<file path="config.mk">
export PLATFORM = sky130hd
export DESIGN_NAME = fifo_host_ctrl
export DESIGN_NICKNAME = d
export VERILOG_FILES = /design/src/common/fifo_host_pkg.sv /design/src/fifo_host_ctrl.sv /design/src/strobe_timer.sv
export SDC_FILE = /design/constraint.sdc
export NUM_CORES = 1
export LEC_CHECK = 0
export BUFFER_PORTS_ARGS = -buffer_cell sky130_fd_sc_hd__buf_2
export CELL_PAD_IN_SITES_DETAIL_PLACEMENT = 1
export CELL_PAD_IN_SITES_GLOBAL_PLACEMENT = 2
export CORE_ASPECT_RATIO = 0.8
export CORE_MARGIN = 5
export CORE_UTILIZATION = 35
export CTS_BUF_LIST = sky130_fd_sc_hd__clkbuf_4 sky130_fd_sc_hd__clkbuf_8
export DETAILED_ROUTE_END_ITERATION = 8
export PLACE_DENSITY_LB_ADDON = 0.1
export REMOVE_ABC_BUFFERS = 1
export SLEW_MARGIN = 20
export SYNTH_ARGS = -nofsm -noshare
export SYNTH_HDL_FRONTEND = slang
export SYNTH_SLANG_ARGS = --single-unit
</file>
<file path="constraint.sdc">
create_clock -name clk_i -period 3.4 [get_ports clk_i]
set_input_delay 0.17 -clock clk_i [delete_from_list [all_inputs] [get_ports clk_i]]
set_output_delay 0.17 -clock clk_i [all_outputs]
set_load 0.01 [all_outputs]
</file>
<file path="src/common/fifo_host_pkg.sv">
// package: constants and types for the fifo host controller
package fifo_host_pkg;
  // ----------------------------------------------------------------
  // timing, all rounded up to whole 25 ns cycles
  // ----------------------------------------------------------------
  localparam int CLK_PERIOD_PS = 25000;
  localparam int STROBE_LOW_NS = 50;
  localparam int RECOVERY_NS = 15;
  localparam int RESET_LOW_NS = 50;
  localparam int ACCESS_NS = 50;
  localparam int SYNC_STAGES = 2;
  localparam int STROBE_LOW_CYC = (STROBE_LOW_NS * 1000 + CLK_PERIOD_PS - 1) / CLK_PERIOD_PS;
  localparam int RECOVERY_CYC = (RECOVERY_NS * 1000 + CLK_PERIOD_PS - 1) / CLK_PERIOD_PS;
  localparam int RESET_LOW_CYC = (RESET_LOW_NS * 1000 + CLK_PERIOD_PS - 1) / CLK_PERIOD_PS;
  localparam int ACCESS_CYC = (ACCESS_NS * 1000 + CLK_PERIOD_PS - 1) / CLK_PERIOD_PS;
  // recovery also covers the flag resync so the next command sees fresh flags
  localparam int SETTLE_CYC = (RECOVERY_CYC > SYNC_STAGES + 2) ? RECOVERY_CYC : SYNC_STAGES + 2;
  localparam logic [3:0] WRITE_LOW = 4'(STROBE_LOW_CYC);
  localparam logic [3:0] READ_LOW = 4'(ACCESS_CYC + SYNC_STAGES + 1);
  localparam logic [3:0] REPLAY_LOW = 4'(STROBE_LOW_CYC);
  localparam logic [3:0] RESET_LOW = 4'(RESET_LOW_CYC);
  localparam logic [3:0] SETTLE = 4'(SETTLE_CYC);
  // ----------------------------------------------------------------
  // device geometry
  // ----------------------------------------------------------------
  localparam int WORD_W = 9;
  localparam logic [11:0] DEPTH = 12'h0800;
  // ----------------------------------------------------------------
  // register map (byte offsets) and fields
  // ----------------------------------------------------------------
  localparam logic [7:0] CMD_OFF = 8'h00;
  localparam logic [7:0] WDATA_OFF = 8'h04;
  localparam logic [7:0] RDATA_OFF = 8'h08;
  localparam logic [7:0] STATUS_OFF = 8'h0c;
  localparam logic [7:0] CFG_OFF = 8'h10;
  localparam int CMD_RESET_BIT = 0;
  localparam int CMD_WRITE_BIT = 1;
  localparam int CMD_READ_BIT = 2;
  localparam int CMD_REPLAY_BIT = 3;
  localparam int ST_BUSY_BIT = 0;
  localparam int ST_EMPTY_N_BIT = 1;
  localparam int ST_FULL_N_BIT = 2;
  localparam int ST_HALF_N_BIT = 3;
  localparam int ST_REFUSED_BIT = 4;
  localparam int ST_WRAP_BIT = 5;
  localparam int ST_MODE_LSB = 6;
  localparam int CFG_CHAIN_BIT = 0;
  localparam int CFG_FL_BIT = 1;
  localparam logic [1:0] CFG_RESET = 2'h0;
  typedef enum logic [1:0] {MODE_STANDALONE, MODE_MASTER, MODE_SLAVE} mode_type;
  // pins driven toward the device
  typedef struct packed {
    logic init_n;
    logic write_n;
    logic read_n;
    logic first_load_or_replay_n;
    logic chain_input;
    logic [WORD_W-1:0] input_bus;
  } dev_pins_type;
endpackage

</file>
<file path="src/fifo_host_ctrl.sv">
// module: apb-controlled host that drives an asynchronous fifo through its pins
//
// Decided for this implementation: the register offsets and register access over APB.
`timescale 1ns/1ps
module fifo_host_ctrl #(
  parameter int DEVICES = 1
) (
  input wire logic clk_i, // 40 MHz system clock
  input wire logic sys_rst_i, // synchronous reset, active high
  input wire logic psel_i, // apb select
  input wire logic penable_i, // apb enable
  input wire logic pwrite_i, // apb direction, high for write
  input wire logic [7:0] paddr_i, // apb byte address
  input wire logic [31:0] pwdata_i, // apb write data
  output logic [31:0] prdata_o, // apb read data
  output logic pready_o, // apb ready
  output logic pslverr_o, // apb error on unmapped address
  output fifo_host_pkg::dev_pins_type dev_pins_o, // strobes and data to the devices
  input wire logic [fifo_host_pkg::WORD_W-1:0] output_bus_i, // wired output bus
  input wire logic [DEVICES-1:0] full_flag_n_i, // per-device full flag
  input wire logic [DEVICES-1:0] empty_flag_n_i, // per-device empty flag
  input wire logic chain_out_or_halfway_n_i // half flag in standalone
);
  typedef enum logic [2:0] {S_IDLE, S_RESET, S_WRITE, S_READ, S_REPLAY} state_type;
  localparam int SW = fifo_host_pkg::WORD_W + 2 * DEVICES + 1;

  state_type state_reg;
  fifo_host_pkg::mode_type mode_reg;
  logic [1:0] cfg_reg;
  logic [fifo_host_pkg::WORD_W-1:0] wdata_reg;
  logic [fifo_host_pkg::WORD_W-1:0] rdata_reg;
  logic refused_reg;
  logic wrap_lost_reg;
  logic [11:0] writes_reg;
  logic [SW-1:0] sync1_reg;
  logic [SW-1:0] sync2_reg;
  logic pready_reg;
  logic pslverr_reg;
  logic [31:0] prdata_reg;
  fifo_host_pkg::dev_pins_type pins_reg;
  logic full_comp;
  logic empty_comp;
  logic half_n;
  logic setup;
  logic access_wr;
  logic cmd_go;
  logic start;
  logic refuse;
  logic [3:0] low_cyc;
  logic tmr_low;
  logic tmr_sample;
  logic tmr_done;
  logic [31:0] read_mux;
  logic mapped;

  // ----------------------------------------------------------------
  // pin input synchronisers
  // ----------------------------------------------------------------
  // all device outputs are asynchronous; only sync2 is read by logic
  always_ff @(posedge clk_i) begin
    sync1_reg <= {output_bus_i, full_flag_n_i, empty_flag_n_i, chain_out_or_halfway_n_i};
    sync2_reg <= sync1_reg;
  end

  // an OR of active-low flags asserts only when every device asserts
  assign full_comp = |sync2_reg[2*DEVICES:DEVICES+1];
  assign empty_comp = |sync2_reg[DEVICES:1];
  // half flag exists only in standalone; cascade pin is the chain link
  assign half_n = (mode_reg == fifo_host_pkg::MODE_STANDALONE) ? sync2_reg[0] : 1'b1;

  // ----------------------------------------------------------------
  // apb slave: one setup, one access cycle, no wait states
  // ----------------------------------------------------------------
  assign setup = psel_i && !penable_i;
  assign access_wr = psel_i && penable_i && pready_reg && pwrite_i;
  assign cmd_go = access_wr && (paddr_i == fifo_host_pkg::CMD_OFF);
  assign mapped = (paddr_i <= fifo_host_pkg::CFG_OFF) && (paddr_i[1:0] == 2'h0);

  always_comb begin
    read_mux = 32'h0000_0000;
    unique case (paddr_i)
      fifo_host_pkg::WDATA_OFF: read_mux[fifo_host_pkg::WORD_W-1:0] = wdata_reg;
      fifo_host_pkg::RDATA_OFF: read_mux[fifo_host_pkg::WORD_W-1:0] = rdata_reg;
      fifo_host_pkg::STATUS_OFF: begin
        read_mux[fifo_host_pkg::ST_BUSY_BIT] = (state_reg != S_IDLE);
        read_mux[fifo_host_pkg::ST_EMPTY_N_BIT] = empty_comp;
        read_mux[fifo_host_pkg::ST_FULL_N_BIT] = full_comp;
        read_mux[fifo_host_pkg::ST_HALF_N_BIT] = half_n;
        read_mux[fifo_host_pkg::ST_REFUSED_BIT] = refused_reg;
        read_mux[fifo_host_pkg::ST_WRAP_BIT] = wrap_lost_reg;
        read_mux[fifo_host_pkg::ST_MODE_LSB +: 2] = mode_reg;
      end
      fifo_host_pkg::CFG_OFF: read_mux[1:0] = cfg_reg;
      default: read_mux = 32'h0000_0000;
    endcase
  end

  // answer registered in the setup cycle so pready rises in the access cycle
  always_ff @(posedge clk_i) begin
    if (sys_rst_i) begin
      pready_reg <= 1'b0;
      pslverr_reg <= 1'b0;
      prdata_reg <= 32'h0000_0000;
    end else begin
      pready_reg <= setup;
      pslverr_reg <= setup && !mapped;
      prdata_reg <= (setup && !pwrite_i) ? read_mux : 32'h0000_0000;
    end
  end

  // software-written configuration and write data
  always_ff @(posedge clk_i) begin
    if (sys_rst_i) begin
      cfg_reg <= fifo_host_pkg::CFG_RESET;
      wdata_reg <= '0;
    end else if (access_wr) begin
      if (paddr_i == fifo_host_pkg::CFG_OFF) cfg_reg <= pwdata_i[1:0];
      if (paddr_i == fifo_host_pkg::WDATA_OFF) wdata_reg <= pwdata_i[fifo_host_pkg::WORD_W-1:0];
    end
  end

  // ----------------------------------------------------------------
  // command sequencer
  // ----------------------------------------------------------------
  // gating on flags: writes need not-full, reads need not-empty
  always_comb begin
    refuse = 1'b0;
    start = 1'b0;
    low_cyc = fifo_host_pkg::RESET_LOW;
    if (cmd_go && state_reg == S_IDLE) begin
      if (pwdata_i[fifo_host_pkg::CMD_RESET_BIT]) begin
        start = 1'b1;
      end else if (pwdata_i[fifo_host_pkg::CMD_WRITE_BIT]) begin
        start = full_comp;
        refuse = !full_comp;
        low_cyc = fifo_host_pkg::WRITE_LOW;
      end else if (pwdata_i[fifo_host_pkg::CMD_READ_BIT]) begin
        start = empty_comp;
        refuse = !empty_comp;
        low_cyc = fifo_host_pkg::READ_LOW;
      end else if (pwdata_i[fifo_host_pkg::CMD_REPLAY_BIT]) begin
        start = (mode_reg == fifo_host_pkg::MODE_STANDALONE);
        refuse = !start;
        low_cyc = fifo_host_pkg::REPLAY_LOW;
      end
    end else if (cmd_go) begin
      refuse = 1'b1; // busy: command dropped
    end
  end

  always_ff @(posedge clk_i) begin
    if (sys_rst_i) begin
      state_reg <= S_IDLE;
    end else begin
      unique case (state_reg)
        S_IDLE: if (start) begin
          if (pwdata_i[fifo_host_pkg::CMD_RESET_BIT]) state_reg <= S_RESET;
          else if (pwdata_i[fifo_host_pkg::CMD_WRITE_BIT]) state_reg <= S_WRITE;
          else if (pwdata_i[fifo_host_pkg::CMD_READ_BIT]) state_reg <= S_READ;
          else state_reg <= S_REPLAY;
        end
        S_RESET, S_WRITE, S_READ, S_REPLAY: if (tmr_done) state_reg <= S_IDLE;
        default: state_reg <= S_IDLE;
      endcase
    end
  end

  strobe_timer #(.CNT_W(4)) u_timer (
    .clk_i(clk_i),
    .sys_rst_i(sys_rst_i),
    .start_i(start),
    .low_cyc_i(low_cyc),
    .rec_cyc_i(fifo_host_pkg::SETTLE),
    .low_o(tmr_low),
    .sample_o(tmr_sample),
    .done_o(tmr_done)
  );

  // mode follows the straps held on the pins while the device is reset
  always_ff @(posedge clk_i) begin
    if (sys_rst_i) begin
      mode_reg <= fifo_host_pkg::MODE_STANDALONE;
    end else if (state_reg == S_RESET && tmr_done) begin
      if (!cfg_reg[fifo_host_pkg::CFG_CHAIN_BIT]) mode_reg <= fifo_host_pkg::MODE_STANDALONE;
      else if (cfg_reg[fifo_host_pkg::CFG_FL_BIT]) mode_reg <= fifo_host_pkg::MODE_SLAVE;
      else mode_reg <= fifo_host_pkg::MODE_MASTER;
    end
  end

  // read word taken while the strobe is still low and data has settled
  always_ff @(posedge clk_i) begin
    if (sys_rst_i) rdata_reg <= '0;
    else if (state_reg == S_READ && tmr_sample) rdata_reg <= sync2_reg[SW-1:2*DEVICES+1];
  end

  // refused is sticky; a new refusal wins over a software clear
  always_ff @(posedge clk_i) begin
    if (sys_rst_i) refused_reg <= 1'b0;
    else if (refuse) refused_reg <= 1'b1;
    else if (access_wr && paddr_i == fifo_host_pkg::STATUS_OFF
             && pwdata_i[fifo_host_pkg::ST_REFUSED_BIT]) refused_reg <= 1'b0;
  end

  // counts writes since device reset; past the depth a replay loses words
  always_ff @(posedge clk_i) begin
    if (sys_rst_i || (state_reg == S_RESET)) begin
      writes_reg <= 12'h000;
      wrap_lost_reg <= 1'b0;
    end else if (state_reg == S_WRITE && tmr_done) begin
      if (writes_reg == fifo_host_pkg::DEPTH) wrap_lost_reg <= 1'b1;
      else writes_reg <= writes_reg + 12'h001;
    end
  end

  // ----------------------------------------------------------------
  // device pins, all registered
  // ----------------------------------------------------------------
  // write, read and replay strobes each go low from their own state; in standalone reset with first-load clear the replay pin falls with init_n
  always_ff @(posedge clk_i) begin
    if (sys_rst_i) begin
      pins_reg <= '{init_n: 1'b1, write_n: 1'b1, read_n: 1'b1,
                    first_load_or_replay_n: 1'b1, chain_input: 1'b0, input_bus: '0};
    end else begin
      pins_reg.init_n <= !(state_reg == S_RESET && tmr_low);
      pins_reg.write_n <= !(state_reg == S_WRITE && tmr_low);
      pins_reg.read_n <= !(state_reg == S_READ && tmr_low);
      pins_reg.chain_input <= cfg_reg[fifo_host_pkg::CFG_CHAIN_BIT];
      pins_reg.input_bus <= wdata_reg;
      // standalone lets the pin rise with the reset pin, so no stray replay follows reset
      if (state_reg == S_RESET)
        pins_reg.first_load_or_replay_n <= cfg_reg[fifo_host_pkg::CFG_FL_BIT]
          || (!tmr_low && !cfg_reg[fifo_host_pkg::CFG_CHAIN_BIT]);
      else if (mode_reg == fifo_host_pkg::MODE_STANDALONE)
        pins_reg.first_load_or_replay_n <= !(state_reg == S_REPLAY && tmr_low);
    end
  end

  assign dev_pins_o = pins_reg;
  assign prdata_o = prdata_reg;
  assign pready_o = pready_reg;
  assign pslverr_o = pslverr_reg;
endmodule // fifo_host_ctrl

</file>
<file path="src/strobe_timer.sv">
// module: two-phase strobe timer, low phase then recovery phase
`timescale 1ns/1ps
module strobe_timer #(
  parameter int CNT_W = 4
) (
  input wire logic clk_i, // system clock
  input wire logic sys_rst_i, // synchronous reset, active high
  input wire logic start_i, // begin a strobe, taken only while idle
  input wire logic [CNT_W-1:0] low_cyc_i, // cycles of low phase
  input wire logic [CNT_W-1:0] rec_cyc_i, // cycles of recovery phase
  output logic low_o, // low phase in progress
  output logic sample_o, // last cycle of low phase
  output logic done_o // last cycle of recovery
);
  typedef enum logic [1:0] {T_IDLE, T_LOW, T_REC} phase_type;
  phase_type phase_reg;
  logic [CNT_W-1:0] cnt_reg;

  // ----------------------------------------------------------------
  // phase sequencer
  // ----------------------------------------------------------------
  always_ff @(posedge clk_i) begin
    if (sys_rst_i) begin
      phase_reg <= T_IDLE;
      cnt_reg <= '0;
    end else begin
      unique case (phase_reg)
        T_IDLE: if (start_i) begin
          phase_reg <= T_LOW;
          cnt_reg <= low_cyc_i - 1'b1;
        end
        T_LOW: if (cnt_reg == '0) begin
          phase_reg <= T_REC;
          cnt_reg <= rec_cyc_i - 1'b1;
        end else begin
          cnt_reg <= cnt_reg - 1'b1;
        end
        T_REC: if (cnt_reg == '0) begin
          phase_reg <= T_IDLE;
        end else begin
          cnt_reg <= cnt_reg - 1'b1;
        end
        default: phase_reg <= T_IDLE;
      endcase
    end
  end

  assign low_o = (phase_reg == T_LOW);
  assign sample_o = (phase_reg == T_LOW) && (cnt_reg == '0);
  assign done_o = (phase_reg == T_REC) && (cnt_reg == '0);
endmodule // strobe_timer

</file>
; Yosys cells after proc, flatten, opt, wreduce, memory -nomap -nowiden
; Cells that the tools add are included.
[word_totals]
word_cells = 138
out_inout_bits = 48
in_bits = 57
reg_bits = 117
[op_classes]
bitwise_logic = 2
n_mux = 39
n_lt_le_gt_ge = 1
n_eq_ne = 17
n_addsub = 3
reduce_logical = 54
[ops]
columns = op, count
row1 = two-way mux 3 bit, 9
row2 = logical AND 1 bit, 21
row3 = case mux 6 bit (3 select lines), 1
row4 = equality test 8 x 4 -> 1 bit (second input constant), 2
row5 = two-way mux 1 bit, 16
row6 = adder 12 x 1 -> 12 bit (second input constant), 1
row7 = equality test 12 bit (second input constant), 1
row8 = logical NOT 1 bit, 12
row9 = two-way mux 4 bit, 3
row10 = case mux 4 bit (3 select lines), 1
row11 = two-way mux 2 bit, 5
row12 = AND reduction 2 bit, 5
row13 = equality test 8 x 3 -> 1 bit (second input constant), 1
row14 = equality test 8 x 5 -> 1 bit (second input constant), 1
row15 = <= comparator 8 x 5 -> 1 bit (second input constant), 1
row16 = logical NOT 8 bit, 1
row17 = inequality test 2 bit (second input constant), 4
row18 = case mux 2 bit (4 select lines), 1
row19 = equality test 3 x 2 -> 1 bit (second input constant), 2
row20 = logical NOT 2 bit, 3
row21 = case mux 2 bit (3 select lines), 1
row22 = case mux 3 bit (2 select lines), 1
row23 = AND reduction 3 bit, 2
row24 = nonzero test 3 bit, 2
row25 = 15 further kinds, 19

; Longest topological paths before layout
[logic_depth]
depth_word = 9
ltp_mapped = 9
mapped_depth_nobuf = 8

; Hierarchy
; Synthesis repeated with hierarchy kept, for this count alone.
[hier_totals]
cells_unflattened = 429
hier_area_um2 = 4063.9
[by_module_without_submodules]
columns = mod, seq_area_each_um2, area_each_um2, instances, cells_per_inst
row1 = fifo_host_ctrl, 1761.7, 3428.3, 1, 353
row2 = strobe_timer, 120.1, 635.6, 1, 76

; Worst setup path before layout
; OpenSTA, ideal clock, no wires.
[synth_path]
path_kind = input port to flip-flop
start = in paddr_i[3]
end = reg u_timer.cnt_reg[1]
required_ns = 3.328
n_path_buf = 1
t_arrival_ns = 2.092
path_slack_ns = 1.236
cell_stages = 8
setup_ns = 0.072
cell_sequence = clkbuf_1 > nor2_1 > nand4_1 > or4_1 > ha_1 > nor2_1 > a211o_1 > mux2i_1
[synth_between]
elab_chain_cells = 7
elab_cells_between_ends = 10
cone_classes = add/sub: 1 / eq/ne: 1 / mux: 4 / reduce/logical: 4
[synth_rtl]
columns = element, line_no
row1 = start: declaration, fifo_host_ctrl.sv:13  ; input wire logic [7:0] paddr_i,
row2 = logical NOT 8 bit *, fifo_host_ctrl.sv:76  ; assign cmd_go = access_wr && (paddr_i == fifo_host_pkg::CMD_OFF);
row3 = logical AND 1 bit *, fifo_host_ctrl.sv:76
row4 = logical AND 1 bit *, fifo_host_ctrl.sv:130  ; if (cmd_go && state_reg == S_IDLE) begin
row5 = two-way mux 3 bit, fifo_host_ctrl.sv:130
row6 = subtractor 3 x 1 -> 4 bit, strobe_timer.sv:30  ; cnt_reg <= low_cyc_i - 1'b1;
row7 = two-way mux 4 bit, strobe_timer.sv:28  ; T_IDLE: if (start_i) begin
row8 = case mux 4 bit (3 select lines), strobe_timer.sv:27  ; unique case (phase_reg)
row9 = end signal: assignment, strobe_timer.sv:30
row10 = end signal: assignment, strobe_timer.sv:34  ; cnt_reg <= rec_cyc_i - 1'b1;
row11 = end signal: assignment, strobe_timer.sv:36  ; cnt_reg <= cnt_reg - 1'b1;
row12 = end: declaration, strobe_timer.sv:17  ; logic [CNT_W-1:0] cnt_reg;
; Every way passes the cells marked *; elsewhere a longest branch is shown, timed or not. The select of a mux whose other input is x is not followed.
; A chain may end at the register's enable or synchronous reset.

; Final worst setup path
[layout_path]
start = reg pready_reg, in the netlist pready_o
end = reg u_timer.cnt_reg[1]
[layout_between]
elab_chain_cells = 8
elab_cells_between_ends = 11
cone_classes = add/sub: 1 / eq/ne: 1 / mux: 4 / reduce/logical: 5
[layout_rtl]
columns = element, line_no
row1 = start: declaration, fifo_host_ctrl.sv:37  ; logic pready_reg;
row2 = start signal: assignment, fifo_host_ctrl.sv:105  ; pready_reg <= setup;
row3 = logical AND 1 bit * (2 in series), fifo_host_ctrl.sv:75  ; assign access_wr = psel_i && penable_i && pready_reg && pwrite_i;
row4 = logical AND 1 bit *, fifo_host_ctrl.sv:76
row5 = logical AND 1 bit *, fifo_host_ctrl.sv:130
row6 = two-way mux 3 bit, fifo_host_ctrl.sv:130
row7 = subtractor 3 x 1 -> 4 bit, strobe_timer.sv:30
row8 = two-way mux 4 bit, strobe_timer.sv:28
row9 = case mux 4 bit (3 select lines), strobe_timer.sv:27
; Marks and branches as above.

==> out/results.txt <==
Flip-flop cell with the highest count after synthesis: dfxtp_1
Data arrival at the endpoint of the critical path: 2530 ps
Synth Warn #: 0
Bufs on Longest Clock Path: 2
Least-Margin Pin Slew: 732 ps
Die width: 128 µm
Setup slack after layout: 1160 ps
Maximum number of pins on one net before global-route repair: 30
Y dimension of the die: 104 µm
Number of flops mapped to enable cells by yosys: 0
Worst setup slack after placement: 846 ps
Skew final: 11.8 ps
I/O pin total: 105
Die area: 13,300 µm²
Clk Latency, worst-skew pair: 360 ps
Number of cells in the design after placement: 591
Root buffer cell: clkbuf_8
Maximum operating frequency: 447 MHz
Number of optimization iterations in the first detailed-route pass: 4
Number of synthesized register bits: 94
Remaining DRCs: 0
Max-cap violations: 0
Final hold violation count: 0
Kind of start point of the critical path: flip-flop
Gate count of the mapped netlist: 404
Mean post-synth cell area: 9.60 µm²
Worst vdd ir: 0.189 mV
Number of non-filler instances in the completed layout: 619
Global-route wire length before repair: 14,900 µm
Setup-failing EPs final: 0
Number of pins with negative max-slew slack in the final report: 0
Setup fix buffers added after clock tree synthesis: 0
Endpoint type of the worst setup path: flip-flop
Synthesized area: 3880 µm²
Antenna-violating nets left: 0
Part of the cycle the worst path needs: 0.658
Layout net count: 536
Slew HR: 0.512
Share of post-route cells with drive strength above 1: 0.192
Total leakage power: 1.89 nW
Buffers added on ports: 58
Setup total negative slack: 0 ps
Number of buffers added by the clock tree synthesis step: 9
Detailed Route Iter0 Violations: 133
Floorplan Core Area: 10,800 µm²
Post-synthesis cell type count: 51
Initial antenna violation count: 0
GRT Util Overall: 0.138
Setup repair after global routing missed its margin: no
Post-detail-place hpwl: 6690 µm
Top-area cell type share of the netlist area: 0.485
Cell types with the largest area share after synthesis: dfxtp_1 49%, mux2i_1 6.2%, nor2_1 5.2%
Critical path fanouts, max: 4
Number of fill cells: 1,280
Time the worst path needs with I/O delays and setup: 2240 ps
Per-cell routed wire length: 14.6 µm
Signed area change from the synthesized netlist to the final layout: 16.5%
Worst path required time: 3690 ps
Number of flip-flops in the largest register: 14
Final hold slack: 40.9 ps
Site Rows: 34
P per Cell Area: 437 nW/µm²
Cell type with the highest aggregate area in the netlist: dfxtp_1
Vias in the first global route: 2,957
Proportion of synthesized chip area in sequential cells: 0.485
Post-synthesis async set-or-reset flop share: 0
Total design power: 1.98 mW
Status: finished clean
TritonCTS clock tree: yes
Most common library cell in the layout ignoring fill and taps: dfxtp_1
Final WL: 9020 µm
Hold Crit Class: in2reg
Resize count post-CTS: 0
Clk sink count: 94
Count of H-tree levels built during CTS: 3
Antenna cell count: 0
Via count: 2,963
Clock-pin slew reported for the worst setup and hold paths after clock tree synthesis: 90 ps
Final RePlAce weighted congestion: 0.728
Type of the setup path with the least slack: reg2reg
Remaining global-route overflow: 0
Initial Util: 0.358
Number of hold buffers added after cts: 12
Commonest cells after routing, fill and taps aside: 94 x dfxtp_1, 58 x buf_2, 54 x nor2_1
Avg Vias per Cell: 4.79
-- layout make-up --
cell class / instances / area [µm²] / area share
timing repair buffer: 71 / 418 / 0.0924
multi-input combinational: 283 / 1800 / 0.397
clock buffer: 10 / 138 / 0.0304
clock inverter: 6 / 67.6 / 0.0149
tap: 144 / 180 / 0.0398
sequential: 94 / 1880 / 0.416
inverter: 11 / 41.3 / 0.00913
-- power breakdown --
part           internal, mW  switching, mW  leakage, nW  total (mW)
Clock                 0.364          0.398       0.0993       0.762
Sequential             1.12        0.00506        0.766        1.12
Combinational        0.0362         0.0577         1.02      0.0940
-- final timing paths --
check / startpoint / endpoint / slack, ps / cells past startpoint
setup / recovery: pready_o / u_timer.cnt_reg[1] / 1160 / 7
hold / removal: pwdata_i[7] / wdata_reg[7] / 40 / 3
setup reg to reg: pready_o / u_timer.cnt_reg[1] / 1160 / 7
hold reg to reg: sync1_reg[11] / sync2_reg[11] / 330 / 0
-- critical path, cell delays in order (launching register included) --
cell and delay [ps]:
dfxtp_1 330, and4_1 250, nand4_1 230, or4_1 630, ha_1 310, nor2_1 40
a211o_1 270, mux2i_1 110
-- cells in the mapped netlist (all sizes together), types with 4 or more instances --
library cell / n
inv: 11
mux2i: 24
or4: 4
o21ai: 11
nor2: 55
buf: 28
nor3: 5
dfxtp: 94
clkbuf: 10
xor2: 7
nand3: 9
mux2: 9
nand2: 20
a21o: 4
a21oi: 20
or3: 7
nand4: 10
a22oi: 7
ha: 9
nor2b: 21
-- cell families (layout without fill, tap and decap cells) --
logic type / count (synthesis) / after routing / synth area share
AOI/OAI and AO/OA: 56 / 56 / 0.0916
xor gates and xnor gates: 9 / 9 / 0.0203
adders and majority gates: 9 / 9 / 0.0290
buffers and inverters: 49 / 98 / 0.0735
DFF: 94 / 94 / 0.485
muxes: 33 / 33 / 0.0880
other: 1 / 23 / 0.000967
and+or+nand+nor: 153 / 153 / 0.212
-- per-stage QoR --
step / utilization / cell area [µm²]
floorplan: - / 3720
global placement: 0.387 / 4200
detailed placement: 0.387 / 4200
CTS: 0.417 / 4520
global route: 0.417 / 4520
finish: 0.417 / 4520
-- per-layer routing --
metal,GRT usage,routed length [µm],share of wire,up-vias
met1,0.187,4400,0.49,1409
met2,0.215,3970,0.44,68
met4,0.0386,98,0.011,0
met5,0,0,0,-
li1,-,-,-,1476
met3,0.0390,546,0.061,10
No activity file was read; power rests on OpenSTA's default activity.
